## config.mk

```make
export PLATFORM = sky130hd
export DESIGN_NAME = clock_fanout_control
export DESIGN_NICKNAME = d
export VERILOG_FILES = /design/src/verilog/clock_fanout_pkg.sv /design/src/verilog/clock_fanout_control.sv /design/src/verilog/divide_by_two_stage.sv
export SDC_FILE = /design/constraint.sdc
export NUM_CORES = 1
export LEC_CHECK = 0
export BUFFER_PORTS_ARGS = -buffer_cell sky130_fd_sc_hd__buf_2
export CORE_MARGIN = 2
export CORE_UTILIZATION = 48
export DETAILED_ROUTE_END_ITERATION = 10
export PLACE_DENSITY = 0.77
export SLEW_MARGIN = 5
export SYNTH_ARGS = -nofsm -noshare
export SYNTH_HDL_FRONTEND = slang
export SYNTH_HIERARCHICAL = 1
export SYNTH_SLANG_ARGS = --single-unit
export TNS_END_PERCENT = 10
```

## constraint.sdc

```tcl
create_clock -name pclk -period 3 [get_ports pclk]
set_clock_uncertainty 0.2 [all_clocks]
set_input_delay 0.45 -clock pclk [delete_from_list [all_inputs] [get_ports pclk]]
set_output_delay 0.45 -clock pclk [all_outputs]
set_load 0.005 [all_outputs]
```

## src/verilog/clock_fanout_pkg.sv

```systemverilog
// Constants, field layouts and carrier types for the PLL clock fanout control.
// Assumes one 20 MHz pclk and an APB master with 32-bit data.
// Function
// - Output enable low drives all twelve clock outputs.
// - Output enable high floats all twelve outputs, breaking the feedback path.
// - After output enable falls, outputs are unlocked during a stabilisation wait.
// - Falling edge on clear resets the quarter-rate divider; level is ignored.
// - Test low derives every output from the PLL path.
// - Test high bypasses the PLL, clocking dividers straight from the reference.
// - Banks one to three carry half or quarter VCO rate per selects.
// - Bank four always carries half the VCO rate.
// - Every output has a 50% duty cycle independent of the reference.
// - Loop trims VCO until feedback edges align with reference edges.
// - Selects set each bank's rate to equal, half or double the input; here they switch banks one to three between half and quarter VCO rate.
// - Input/output ratio follows selects and which output is fed back.
// - Select value 0..3 gives quarter rate to that many banks from one.
// - VCO divided by two and by four forms two 50% duty references.
// - Stabilisation after select change, enable fall or power-up is 50 us.
`default_nettype none

package clock_fanout_pkg;

  // ==========================================================================
  // Timing
  localparam int PCLK_MHZ = 20;
  localparam int STAB_TIME_US = 50;
  localparam int STAB_CYCLES = STAB_TIME_US * PCLK_MHZ;
  localparam int STAB_WIDTH = 11;

  // ==========================================================================
  // Register map
  localparam logic [7:0] CTRL_OFFSET = 8'h00;
  localparam logic [7:0] STATUS_OFFSET = 8'h04;
  localparam int PERIOD_WIDTH = 8;
  localparam logic [7:0] PERIOD_RESET = 8'h04;
  localparam logic [7:0] PERIOD_MIN = 8'h01;

  // Status word fields, low bits of the read data
  typedef struct packed {
    logic feedback_early;
    logic outputs_driven;
    logic bypass;
    logic locked;
  } status_type;

  // Phase trim applied to the next VCO half period
  typedef enum {TRIM_NONE, TRIM_LONGER, TRIM_SHORTER} trim_type;

endpackage : clock_fanout_pkg

`default_nettype wire

```

## src/verilog/clock_fanout_control.sv

```systemverilog
// Output-side control of the PLL clock fanout: VCO model, dividers, banks.
// Assumes pins synchronous to pclk and software on an APB slave port.
`default_nettype none

module clock_fanout_control
  import clock_fanout_pkg::*;
(
  input wire logic pclk,
  input wire logic presetn,
  input wire logic psel,
  input wire logic penable,
  input wire logic pwrite,
  input wire logic [7:0] paddr,
  input wire logic [31:0] pwdata,
  output logic [31:0] prdata,
  output logic pready,
  output logic pslverr,
  input wire logic [1:0] reference_clock_pair,
  input wire logic loop_feedback_input,
  input wire logic quarter_divider_clear_n,
  input wire logic output_enable_n,
  input wire logic test_mode,
  input wire logic bank_rate_select_hi,
  input wire logic bank_rate_select_lo,
  output logic [2:0] bank_one_clock_outs,
  output logic [2:0] bank_two_clock_outs,
  output logic [2:0] bank_three_clock_outs,
  output logic [2:0] bank_four_clock_outs,
  output logic clock_outs_oe_n
);

  // ==========================================================================
  // Pin history and edge detection
  logic ref_prev, fb_prev, oe_prev, test_prev, clear_prev;
  logic [1:0] sel_prev;
  logic ref_now, ref_rise, fb_rise, clear_fall, restart;
  logic [1:0] sel_count;

  assign sel_count = {bank_rate_select_hi, bank_rate_select_lo};
  assign ref_now = reference_clock_pair[1] & ~reference_clock_pair[0];
  assign ref_rise = ref_now & ~ref_prev;
  assign fb_rise = loop_feedback_input & ~fb_prev;
  assign clear_fall = clear_prev & ~quarter_divider_clear_n;
  // Events that disturb the loop and restart the stabilisation wait
  assign restart = (oe_prev & ~output_enable_n) | (sel_prev != sel_count)
                 | (test_prev & ~test_mode);

  always_ff @(posedge pclk or negedge presetn) begin
    if (!presetn) begin
      ref_prev <= 1'b0;
      fb_prev <= 1'b0;
      oe_prev <= 1'b1;
      test_prev <= 1'b0;
      clear_prev <= 1'b0; // A clear strapped low gives no edge
      sel_prev <= 2'h0;
    end else begin
      ref_prev <= ref_now;
      fb_prev <= loop_feedback_input;
      oe_prev <= output_enable_n;
      test_prev <= test_mode;
      clear_prev <= quarter_divider_clear_n;
      sel_prev <= sel_count;
    end
  end

  // ==========================================================================
  // APB slave with one wait state
  logic [PERIOD_WIDTH-1:0] half_period, next_half_period;
  logic [31:0] next_prdata;
  logic next_pready, next_pslverr;
  logic mapped;
  status_type status;

  assign mapped = (paddr == CTRL_OFFSET) || (paddr == STATUS_OFFSET);

  // Decode, read mux and control write
  always_comb begin
    next_half_period = half_period;
    next_pready = psel & penable & ~pready;
    next_prdata = 32'h0;
    next_pslverr = 1'b0;
    if (psel && penable && !pready) begin
      next_pslverr = ~mapped;
      if (!pwrite && paddr == CTRL_OFFSET) begin
        next_prdata = {24'h0, half_period};
      end else if (!pwrite && paddr == STATUS_OFFSET) begin
        next_prdata = {28'h0, status};
      end
    end
    if (psel && penable && pready && pwrite && paddr == CTRL_OFFSET) begin
      next_half_period = (pwdata[7:0] < PERIOD_MIN) ? PERIOD_MIN
                                                     : pwdata[7:0];
    end
  end

  always_ff @(posedge pclk or negedge presetn) begin
    if (!presetn) begin
      half_period <= PERIOD_RESET;
      prdata <= 32'h0;
      pready <= 1'b0;
      pslverr <= 1'b0;
    end else begin
      half_period <= next_half_period;
      prdata <= next_prdata;
      pready <= next_pready;
      pslverr <= next_pslverr;
    end
  end

  // ==========================================================================
  // VCO model, phase trim and lock timer
  logic [PERIOD_WIDTH-1:0] vco_count, next_vco_count;
  logic [STAB_WIDTH-1:0] stab_count, next_stab_count;
  logic fb_seen, next_fb_seen;
  logic feedback_early, next_feedback_early;
  logic locked;
  logic vco_expire, vco_tick;
  trim_type trim, next_trim;

  assign vco_expire = (vco_count == '0);
  // Test mode clocks the dividers straight from the reference
  assign vco_tick = test_mode ? ref_rise : vco_expire;
  assign locked = (stab_count == '0);

  always_comb begin
    next_fb_seen = fb_seen;
    next_trim = trim;
    next_feedback_early = feedback_early;
    next_vco_count = vco_count - 8'h01;
    next_stab_count = (stab_count == '0) ? stab_count
                                         : stab_count - 11'h001;
    if (restart) begin
      next_stab_count = STAB_WIDTH'(STAB_CYCLES);
    end
    if (fb_rise) begin
      next_fb_seen = 1'b1;
    end
    // Floating outputs break the loop, so trim only while driven
    if (ref_rise) begin
      next_fb_seen = 1'b0;
      if (output_enable_n || test_mode || fb_rise) begin
        next_trim = TRIM_NONE;
      end else if (fb_seen) begin
        next_trim = TRIM_LONGER;
        next_feedback_early = 1'b1;
      end else begin
        next_trim = TRIM_SHORTER;
        next_feedback_early = 1'b0;
      end
    end
    if (vco_expire) begin
      case (trim)
        TRIM_LONGER: next_vco_count = half_period;
        TRIM_SHORTER: next_vco_count = half_period - 8'h02;
        TRIM_NONE: next_vco_count = half_period - 8'h01;
        default: next_vco_count = half_period - 8'h01;
      endcase
      if (trim == TRIM_SHORTER && half_period < 8'h02) begin
        next_vco_count = '0;
      end
      // Keep a trim decided in this same cycle for the next expiry
      next_trim = ref_rise ? next_trim : TRIM_NONE;
    end
  end

  always_ff @(posedge pclk or negedge presetn) begin
    if (!presetn) begin
      vco_count <= '0;
      stab_count <= STAB_WIDTH'(STAB_CYCLES);
      fb_seen <= 1'b0;
      feedback_early <= 1'b0;
      trim <= TRIM_NONE;
    end else begin
      vco_count <= next_vco_count;
      stab_count <= next_stab_count;
      fb_seen <= next_fb_seen;
      feedback_early <= next_feedback_early;
      trim <= next_trim;
    end
  end

  assign status = '{feedback_early: feedback_early,
                    outputs_driven: ~output_enable_n,
                    bypass: test_mode,
                    locked: locked};

  // ==========================================================================
  // Divide by two and by four, with edge-triggered clear of the quarter stage
  logic half_q, quarter_q, half_carry, clear_pending, next_clear_pending;

  divide_by_two_stage half_stage (
    .pclk(pclk),
    .presetn(presetn),
    .tick(vco_tick),
    .realign(1'b0),
    .q(half_q),
    .carry(half_carry)
  );

  divide_by_two_stage quarter_stage (
    .pclk(pclk),
    .presetn(presetn),
    .tick(half_carry),
    .realign(clear_pending),
    .q(quarter_q),
    .carry()
  );

  // Clear waits for the half stage's falling edge, so no runt appears
  always_comb begin
    next_clear_pending = clear_fall | (clear_pending & ~half_carry);
  end

  always_ff @(posedge pclk or negedge presetn) begin
    if (!presetn) begin
      clear_pending <= 1'b0;
    end else begin
      clear_pending <= next_clear_pending;
    end
  end

  // ==========================================================================
  // Bank steering and output enable
  logic [2:0] next_one, next_two, next_three, next_four;
  logic next_oe_n;

  always_comb begin
    next_one = {3{(sel_count >= 2'h1) ? quarter_q : half_q}};
    next_two = {3{(sel_count >= 2'h2) ? quarter_q : half_q}};
    next_three = {3{(sel_count == 2'h3) ? quarter_q : half_q}};
    next_four = {3{half_q}};
    next_oe_n = output_enable_n;
  end

  always_ff @(posedge pclk or negedge presetn) begin
    if (!presetn) begin
      bank_one_clock_outs <= 3'h0;
      bank_two_clock_outs <= 3'h0;
      bank_three_clock_outs <= 3'h0;
      bank_four_clock_outs <= 3'h0;
      clock_outs_oe_n <= 1'b1;
    end else begin
      bank_one_clock_outs <= next_one;
      bank_two_clock_outs <= next_two;
      bank_three_clock_outs <= next_three;
      bank_four_clock_outs <= next_four;
      clock_outs_oe_n <= next_oe_n;
    end
  end

  // ==========================================================================
  // Checks
  // Cycles since the last restart, saturating, for the lock bound
  logic [STAB_WIDTH-1:0] wait_cycles, next_wait_cycles;

  always_comb begin
    next_wait_cycles = (wait_cycles == '1) ? wait_cycles
                                           : wait_cycles + 11'h001;
    if (restart) begin
      next_wait_cycles = 11'h001;
    end else if (locked) begin
      next_wait_cycles = '0;
    end
  end

  always_ff @(posedge pclk or negedge presetn) begin
    if (!presetn) begin
      wait_cycles <= 11'h001;
    end else begin
      wait_cycles <= next_wait_cycles;
    end
  end

  a_outputs_driven: assert property (
    @(posedge pclk) disable iff (!presetn)
    !output_enable_n |=> !clock_outs_oe_n)
    else $error("outputs not driven while enabled");

  a_outputs_floated: assert property (
    @(posedge pclk) disable iff (!presetn)
    output_enable_n |=> clock_outs_oe_n)
    else $error("outputs driven while disabled");

  a_unlock_after_restart: assert property (
    @(posedge pclk) disable iff (!presetn)
    restart |=> !locked [*8])
    else $error("lock reported inside stabilisation wait");

  a_lock_within_bound: assert property (
    @(posedge pclk) disable iff (!presetn)
    wait_cycles <= STAB_WIDTH'(STAB_CYCLES + 1))
    else $error("lock not reached within 50 us");

  a_clear_realigns: assert property (
    @(posedge pclk) disable iff (!presetn)
    clear_pending && half_carry |=> !quarter_q)
    else $error("quarter stage not cleared");

  a_half_no_runt: assert property (
    @(posedge pclk) disable iff (!presetn)
    !vco_tick |=> half_q == $past(half_q))
    else $error("half-rate clock moved without a tick");

  a_bypass_ticks: assert property (
    @(posedge pclk) disable iff (!presetn)
    test_mode && ref_rise |=> half_q != $past(half_q))
    else $error("bypass reference edge did not clock divider");

  a_pll_path_ticks: assert property (
    @(posedge pclk) disable iff (!presetn)
    !test_mode && vco_tick |-> vco_count == '0)
    else $error("tick outside VCO expiry in PLL mode");

  a_bank_four_half: assert property (
    @(posedge pclk) disable iff (!presetn)
    ##1 bank_four_clock_outs == {3{$past(half_q)}})
    else $error("bank four not at half rate");

  a_bank_one_rate: assert property (
    @(posedge pclk) disable iff (!presetn)
    sel_count != 2'h0 |=> bank_one_clock_outs == {3{$past(quarter_q)}})
    else $error("bank one not at quarter rate");

  a_bank_three_rate: assert property (
    @(posedge pclk) disable iff (!presetn)
    sel_count != 2'h3 |=> bank_three_clock_outs == {3{$past(half_q)}})
    else $error("bank three not at half rate");

  a_trim_shortens: assert property (
    @(posedge pclk) disable iff (!presetn)
    ref_rise && !fb_seen && !fb_rise && !output_enable_n && !test_mode
      && !vco_expire |=> trim == TRIM_SHORTER)
    else $error("late feedback did not shorten VCO period");

endmodule : clock_fanout_control

`default_nettype wire

```

## src/verilog/divide_by_two_stage.sv

```systemverilog
// One toggle stage of the VCO divider chain.
// Assumes tick is a one-cycle enable in the pclk domain.
`default_nettype none

module divide_by_two_stage (
  input wire logic pclk,
  input wire logic presetn,
  input wire logic tick,
  input wire logic realign,
  output logic q,
  output logic carry
);

  logic next_q;

  // ==========================================================================
  // Toggle on each tick; realign forces the low phase instead of toggling
  always_comb begin
    next_q = q;
    if (tick) begin
      next_q = realign ? 1'b0 : ~q;
    end
  end

  always_ff @(posedge pclk or negedge presetn) begin
    if (!presetn) begin
      q <= 1'b0;
    end else begin
      q <= next_q;
    end
  end

  // Next stage advances on the falling half of this one
  assign carry = tick & q;

endmodule : divide_by_two_stage

`default_nettype wire
```

==> flow_summary.html <==
<table>
<tr><th>Metric</th><th>Value</th></tr>
<tr><th colspan="2">Setup path</th></tr>
<tr><td>CP startpoint kind</td><td>flip-flop</td></tr>
<tr><td>CP Capture Type</td><td>flip-flop</td></tr>
<tr><td>Critical Path AT</td><td>2900 ps</td></tr>
<tr><td>Worst path required time</td><td>3050 ps</td></tr>
<tr><td>Kind of critical path</td><td>flip-flop to flip-flop</td></tr>
<tr><td>Critical Path Fanout Max</td><td>5</td></tr>
<tr><th colspan="2">Floorplanning</th></tr>
<tr><td>Effective utilization at floorplan</td><td>49.5%</td></tr>
<tr><td>Core box area</td><td>8220 µm²</td></tr>
<tr><td>Area enclosed by the die boundary</td><td>9220 µm²</td></tr>
<tr><td>Die width</td><td>96.0 µm</td></tr>
<tr><td>Site row count</td><td>33</td></tr>
<tr><td>Number of placed I/O pins</td><td>100</td></tr>
<tr><td>Overall die height</td><td>96.0 µm</td></tr>
<tr><th colspan="2">Global routing</th></tr>
<tr><td>Number of antenna violations at the first check in global routing</td><td>0</td></tr>
<tr><td>Wire length of the first global-routing pass</td><td>12,500 µm</td></tr>
<tr><td>Pin count of the biggest net entering global routing</td><td>86</td></tr>
<tr><td>Via count of the first global-routing pass</td><td>2,669</td></tr>
<tr><td>Global-route met2 utilization</td><td>27.6%</td></tr>
<tr><td>Global-route total usage across every layer</td><td>17.8%</td></tr>
<tr><td>Remaining global-route overflow</td><td>0</td></tr>
<tr><td>Most used routing layer in global routing</td><td>met2</td></tr>
<tr><td>Global routing usage on met1</td><td>24.9%</td></tr>
<tr><td>Global routing met3 resource utilization</td><td>4.54%</td></tr>
<tr><th colspan="2">Routing</th></tr>
<tr><td>Routed Antenna Nets</td><td>0</td></tr>
<tr><td>Routed vias/inst</td><td>5.25</td></tr>
<tr><td>Final Routed Wirelength</td><td>7660 µm</td></tr>
<tr><td>DRC viols</td><td>0</td></tr>
<tr><td>Number of design-rule violations left by the first detailed-router iteration</td><td>169</td></tr>
<tr><td>Via total after detailed routing</td><td>2,902</td></tr>
<tr><td>Routed wirelength normalized by instance count</td><td>13.8 µm</td></tr>
<tr><td>Count of TritonRoute iterations in the first routing pass</td><td>4</td></tr>
<tr><th colspan="2">Logic synthesis</th></tr>
<tr><td>Avg Inst Size Synth</td><td>10.5 µm²</td></tr>
<tr><td>Post-synthesis cell count</td><td>388</td></tr>
<tr><td>Total of warnings raised by yosys</td><td>6</td></tr>
<tr><td>Syn Std Cell Area</td><td>4060 µm²</td></tr>
<tr><th colspan="2">STA</th></tr>
<tr><td>Relative slew slack</td><td>59.9%</td></tr>
<tr><td>Fin crit period</td><td>2860 ps</td></tr>
<tr><td>Number of hold-slack violations in the final timing report</td><td>0</td></tr>
<tr><td>Least-Margin Pin Slew</td><td>596 ps</td></tr>
<tr><td>Achievable Freq</td><td>350 MHz</td></tr>
<tr><td>Total of endpoints with negative setup slack in the final report</td><td>0</td></tr>
<tr><td>Slew Viols, Final</td><td>0</td></tr>
<tr><td>Final Worst Setup Slack</td><td>143 ps</td></tr>
<tr><td>Total Neg Setup Slack</td><td>0 ps</td></tr>
<tr><td>Portion of the clock cycle consumed by the worst path in the final layout</td><td>95.2%</td></tr>
<tr><td>Unrepaired setup endpoints after global routing</td><td>false</td></tr>
<tr><th colspan="2">CTS</th></tr>
<tr><td># clock sinks</td><td>85</td></tr>
<tr><td>Insertion delay of the later-clocked pin in the worst-skew pair</td><td>360 ps</td></tr>
<tr><td>CTS root buf</td><td>sky130_fd_sc_hd__clkbuf_8</td></tr>
<tr><td>Maximum level of the CTS H-tree</td><td>3</td></tr>
<tr><td>Clock buffers created by TritonCTS</td><td>9</td></tr>
<tr><td>Post-CTS setup-driven buffer insertion count</td><td>0</td></tr>
<tr><td>Clock tree from TritonCTS</td><td>built</td></tr>
<tr><td>Clock transition at path regs</td><td>90 ps</td></tr>
<tr><td>CTS max path bufs</td><td>2</td></tr>
<tr><th colspan="2">Cells and area</th></tr>
<tr><td>Fill cells</td><td>711</td></tr>
<tr><td>Layout cells sized above 1</td><td>24.3%</td></tr>
<tr><td>Syn-to-layout area delta</td><td>13.1%</td></tr>
<tr><td>N_diodes</td><td>0</td></tr>
<tr><td>Number of nets at the end of the flow</td><td>502</td></tr>
<tr><th colspan="2">Job</th></tr>
<tr><td>Number of maximum-capacitance constraint violations</td><td>0</td></tr>
<tr><th colspan="2">Placed design</th></tr>
<tr><td>Count of input and output buffers</td><td>51</td></tr>
<tr><td>Placement Setup Slack</td><td>21.8 ps</td></tr>
<tr><td>Estimated wirelength of the detail-placed design</td><td>5400 µm</td></tr>
<tr><td>Final weighted congestion in routability-driven placement</td><td>0.852</td></tr>
<tr><th colspan="2">Power</th></tr>
<tr><td>Cell leakage power</td><td>2.35 nW</td></tr>
<tr><td>Worst voltage drop across the vdd grid</td><td>534 µV</td></tr>
<tr><td>Pwr per Cell Area</td><td>599 nW/µm²</td></tr>
<tr><th colspan="2">Status</th></tr>
<tr><td>Run status</td><td>finished, final reports clean</td></tr>
<tr><th colspan="2">Min path</th></tr>
<tr><td>Tightest Hold Check Type</td><td>input port to flip-flop</td></tr>
</table>
==> path summary, 6_finish.rpt <==
path / startpoint / endpoint / slack [ps] / depth (start not counted)
min in group asynchronous: presetn / stab_count[10] / 460 / 3
min reg2reg: pready / pslverr / 290 / 1
max reg2reg: vco_count[0] / quarter_stage/q / 140 / 8
max in group asynchronous: presetn / clock_outs_oe_n / 1800 / 3
min: quarter_divider_clear_n / clear_prev / 20 / 1
max: vco_count[0] / quarter_stage/q / 140 / 8
==> flip-flops by register name, summed over array words and instances (netlist names), 2 cells and up <==
signal,cells
vco_count,8
trim,32
half_period,8
prdata,8
sel_prev,2
stab_count,11
==> critical path, cell delays in order, from the launching register on <==
cell and delay (ps):
sky130_fd_sc_hd__dfrtp_1 410, sky130_fd_sc_hd__inv_1 80, sky130_fd_sc_hd__ha_1 190, sky130_fd_sc_hd__or3b_1 400, sky130_fd_sc_hd__or3_4 360, sky130_fd_sc_hd__or3_1 430, sky130_fd_sc_hd__o21ai_2 200, sky130_fd_sc_hd__and2_2 190
sky130_fd_sc_hd__mux2_4 290
==> routing by layer <==
metal  share of wire (%)  routed length (µm)
met1                  48                3640
met2                  45                3480
met3                 6.2                 476
met4                0.73                  56
met5                   0                   0
==> area by class of cell <==
type | count | area (µm²) | share of cell area [%]
clock inverter | 7 | 91.3 | 1.99
tap | 105 | 131 | 2.86
multi-input combinational | 269 | 1680 | 36.6
timing repair buffer | 64 | 375 | 8.17
inverter | 14 | 52.6 | 1.14
clock buffer | 9 | 124 | 2.70
sequential | 85 | 2140 | 46.5
==> power breakdown <==
group,internal (W),switching [W]
combinational,0.000261,0.000265
sequential,0.00126,0.000104
clock,0.000406,0.000451
total,0.00193,0.000820
==> cell usage in the layout (no fill, tap or decap), types with 6 or more instances in the layout <==
master / count
sky130_fd_sc_hd__o21ai_0: 7
sky130_fd_sc_hd__buf_2: 50
sky130_fd_sc_hd__nand2_1: 28
sky130_fd_sc_hd__buf_4: 10
sky130_fd_sc_hd__mux2_2: 10
sky130_fd_sc_hd__conb_1: 25
sky130_fd_sc_hd__a21oi_1: 11
sky130_fd_sc_hd__or3_1: 6
sky130_fd_sc_hd__and3_1: 30
sky130_fd_sc_hd__ha_1: 6
sky130_fd_sc_hd__and2_1: 6
sky130_fd_sc_hd__dfrtp_1: 77
sky130_fd_sc_hd__nor2_1: 26
sky130_fd_sc_hd__clkbuf_8: 9
sky130_fd_sc_hd__xnor2_1: 11
sky130_fd_sc_hd__nor3_1: 14
sky130_fd_sc_hd__inv_1: 14
sky130_fd_sc_hd__nor4_1: 12
sky130_fd_sc_hd__dfstp_2: 8
sky130_fd_sc_hd__nor2b_1: 7
==> stage by stage <==
step / hold slack, ps / utilization (%) / total power (W) / area [µm²] / std cells
2_1_floorplan: -45.6 / - / 0.00178 / 4150 / 412
3_3_place_gp: 276 / 52.9 / 0.00188 / 4350 / 534
3_5_place_dp: 286 / 52.9 / 0.00191 / 4350 / 534
4_1_cts: 0.231 / 55.9 / 0.00278 / 4590 / 553
5_1_grt: 0.841 / 55.9 / 0.00291 / 4590 / 553
6_report: 15.5 / 55.9 / 0.00275 / 4590 / 553
==> what timing repair did <==
action                     4_1_cts  5_1_grt
gates resized for setup          1        1
hold endpoints to repair        79        0
hold buffers                     3        0
setup endpoints to repair        1        1
Note: power is estimated with default switching activity, not from simulation.
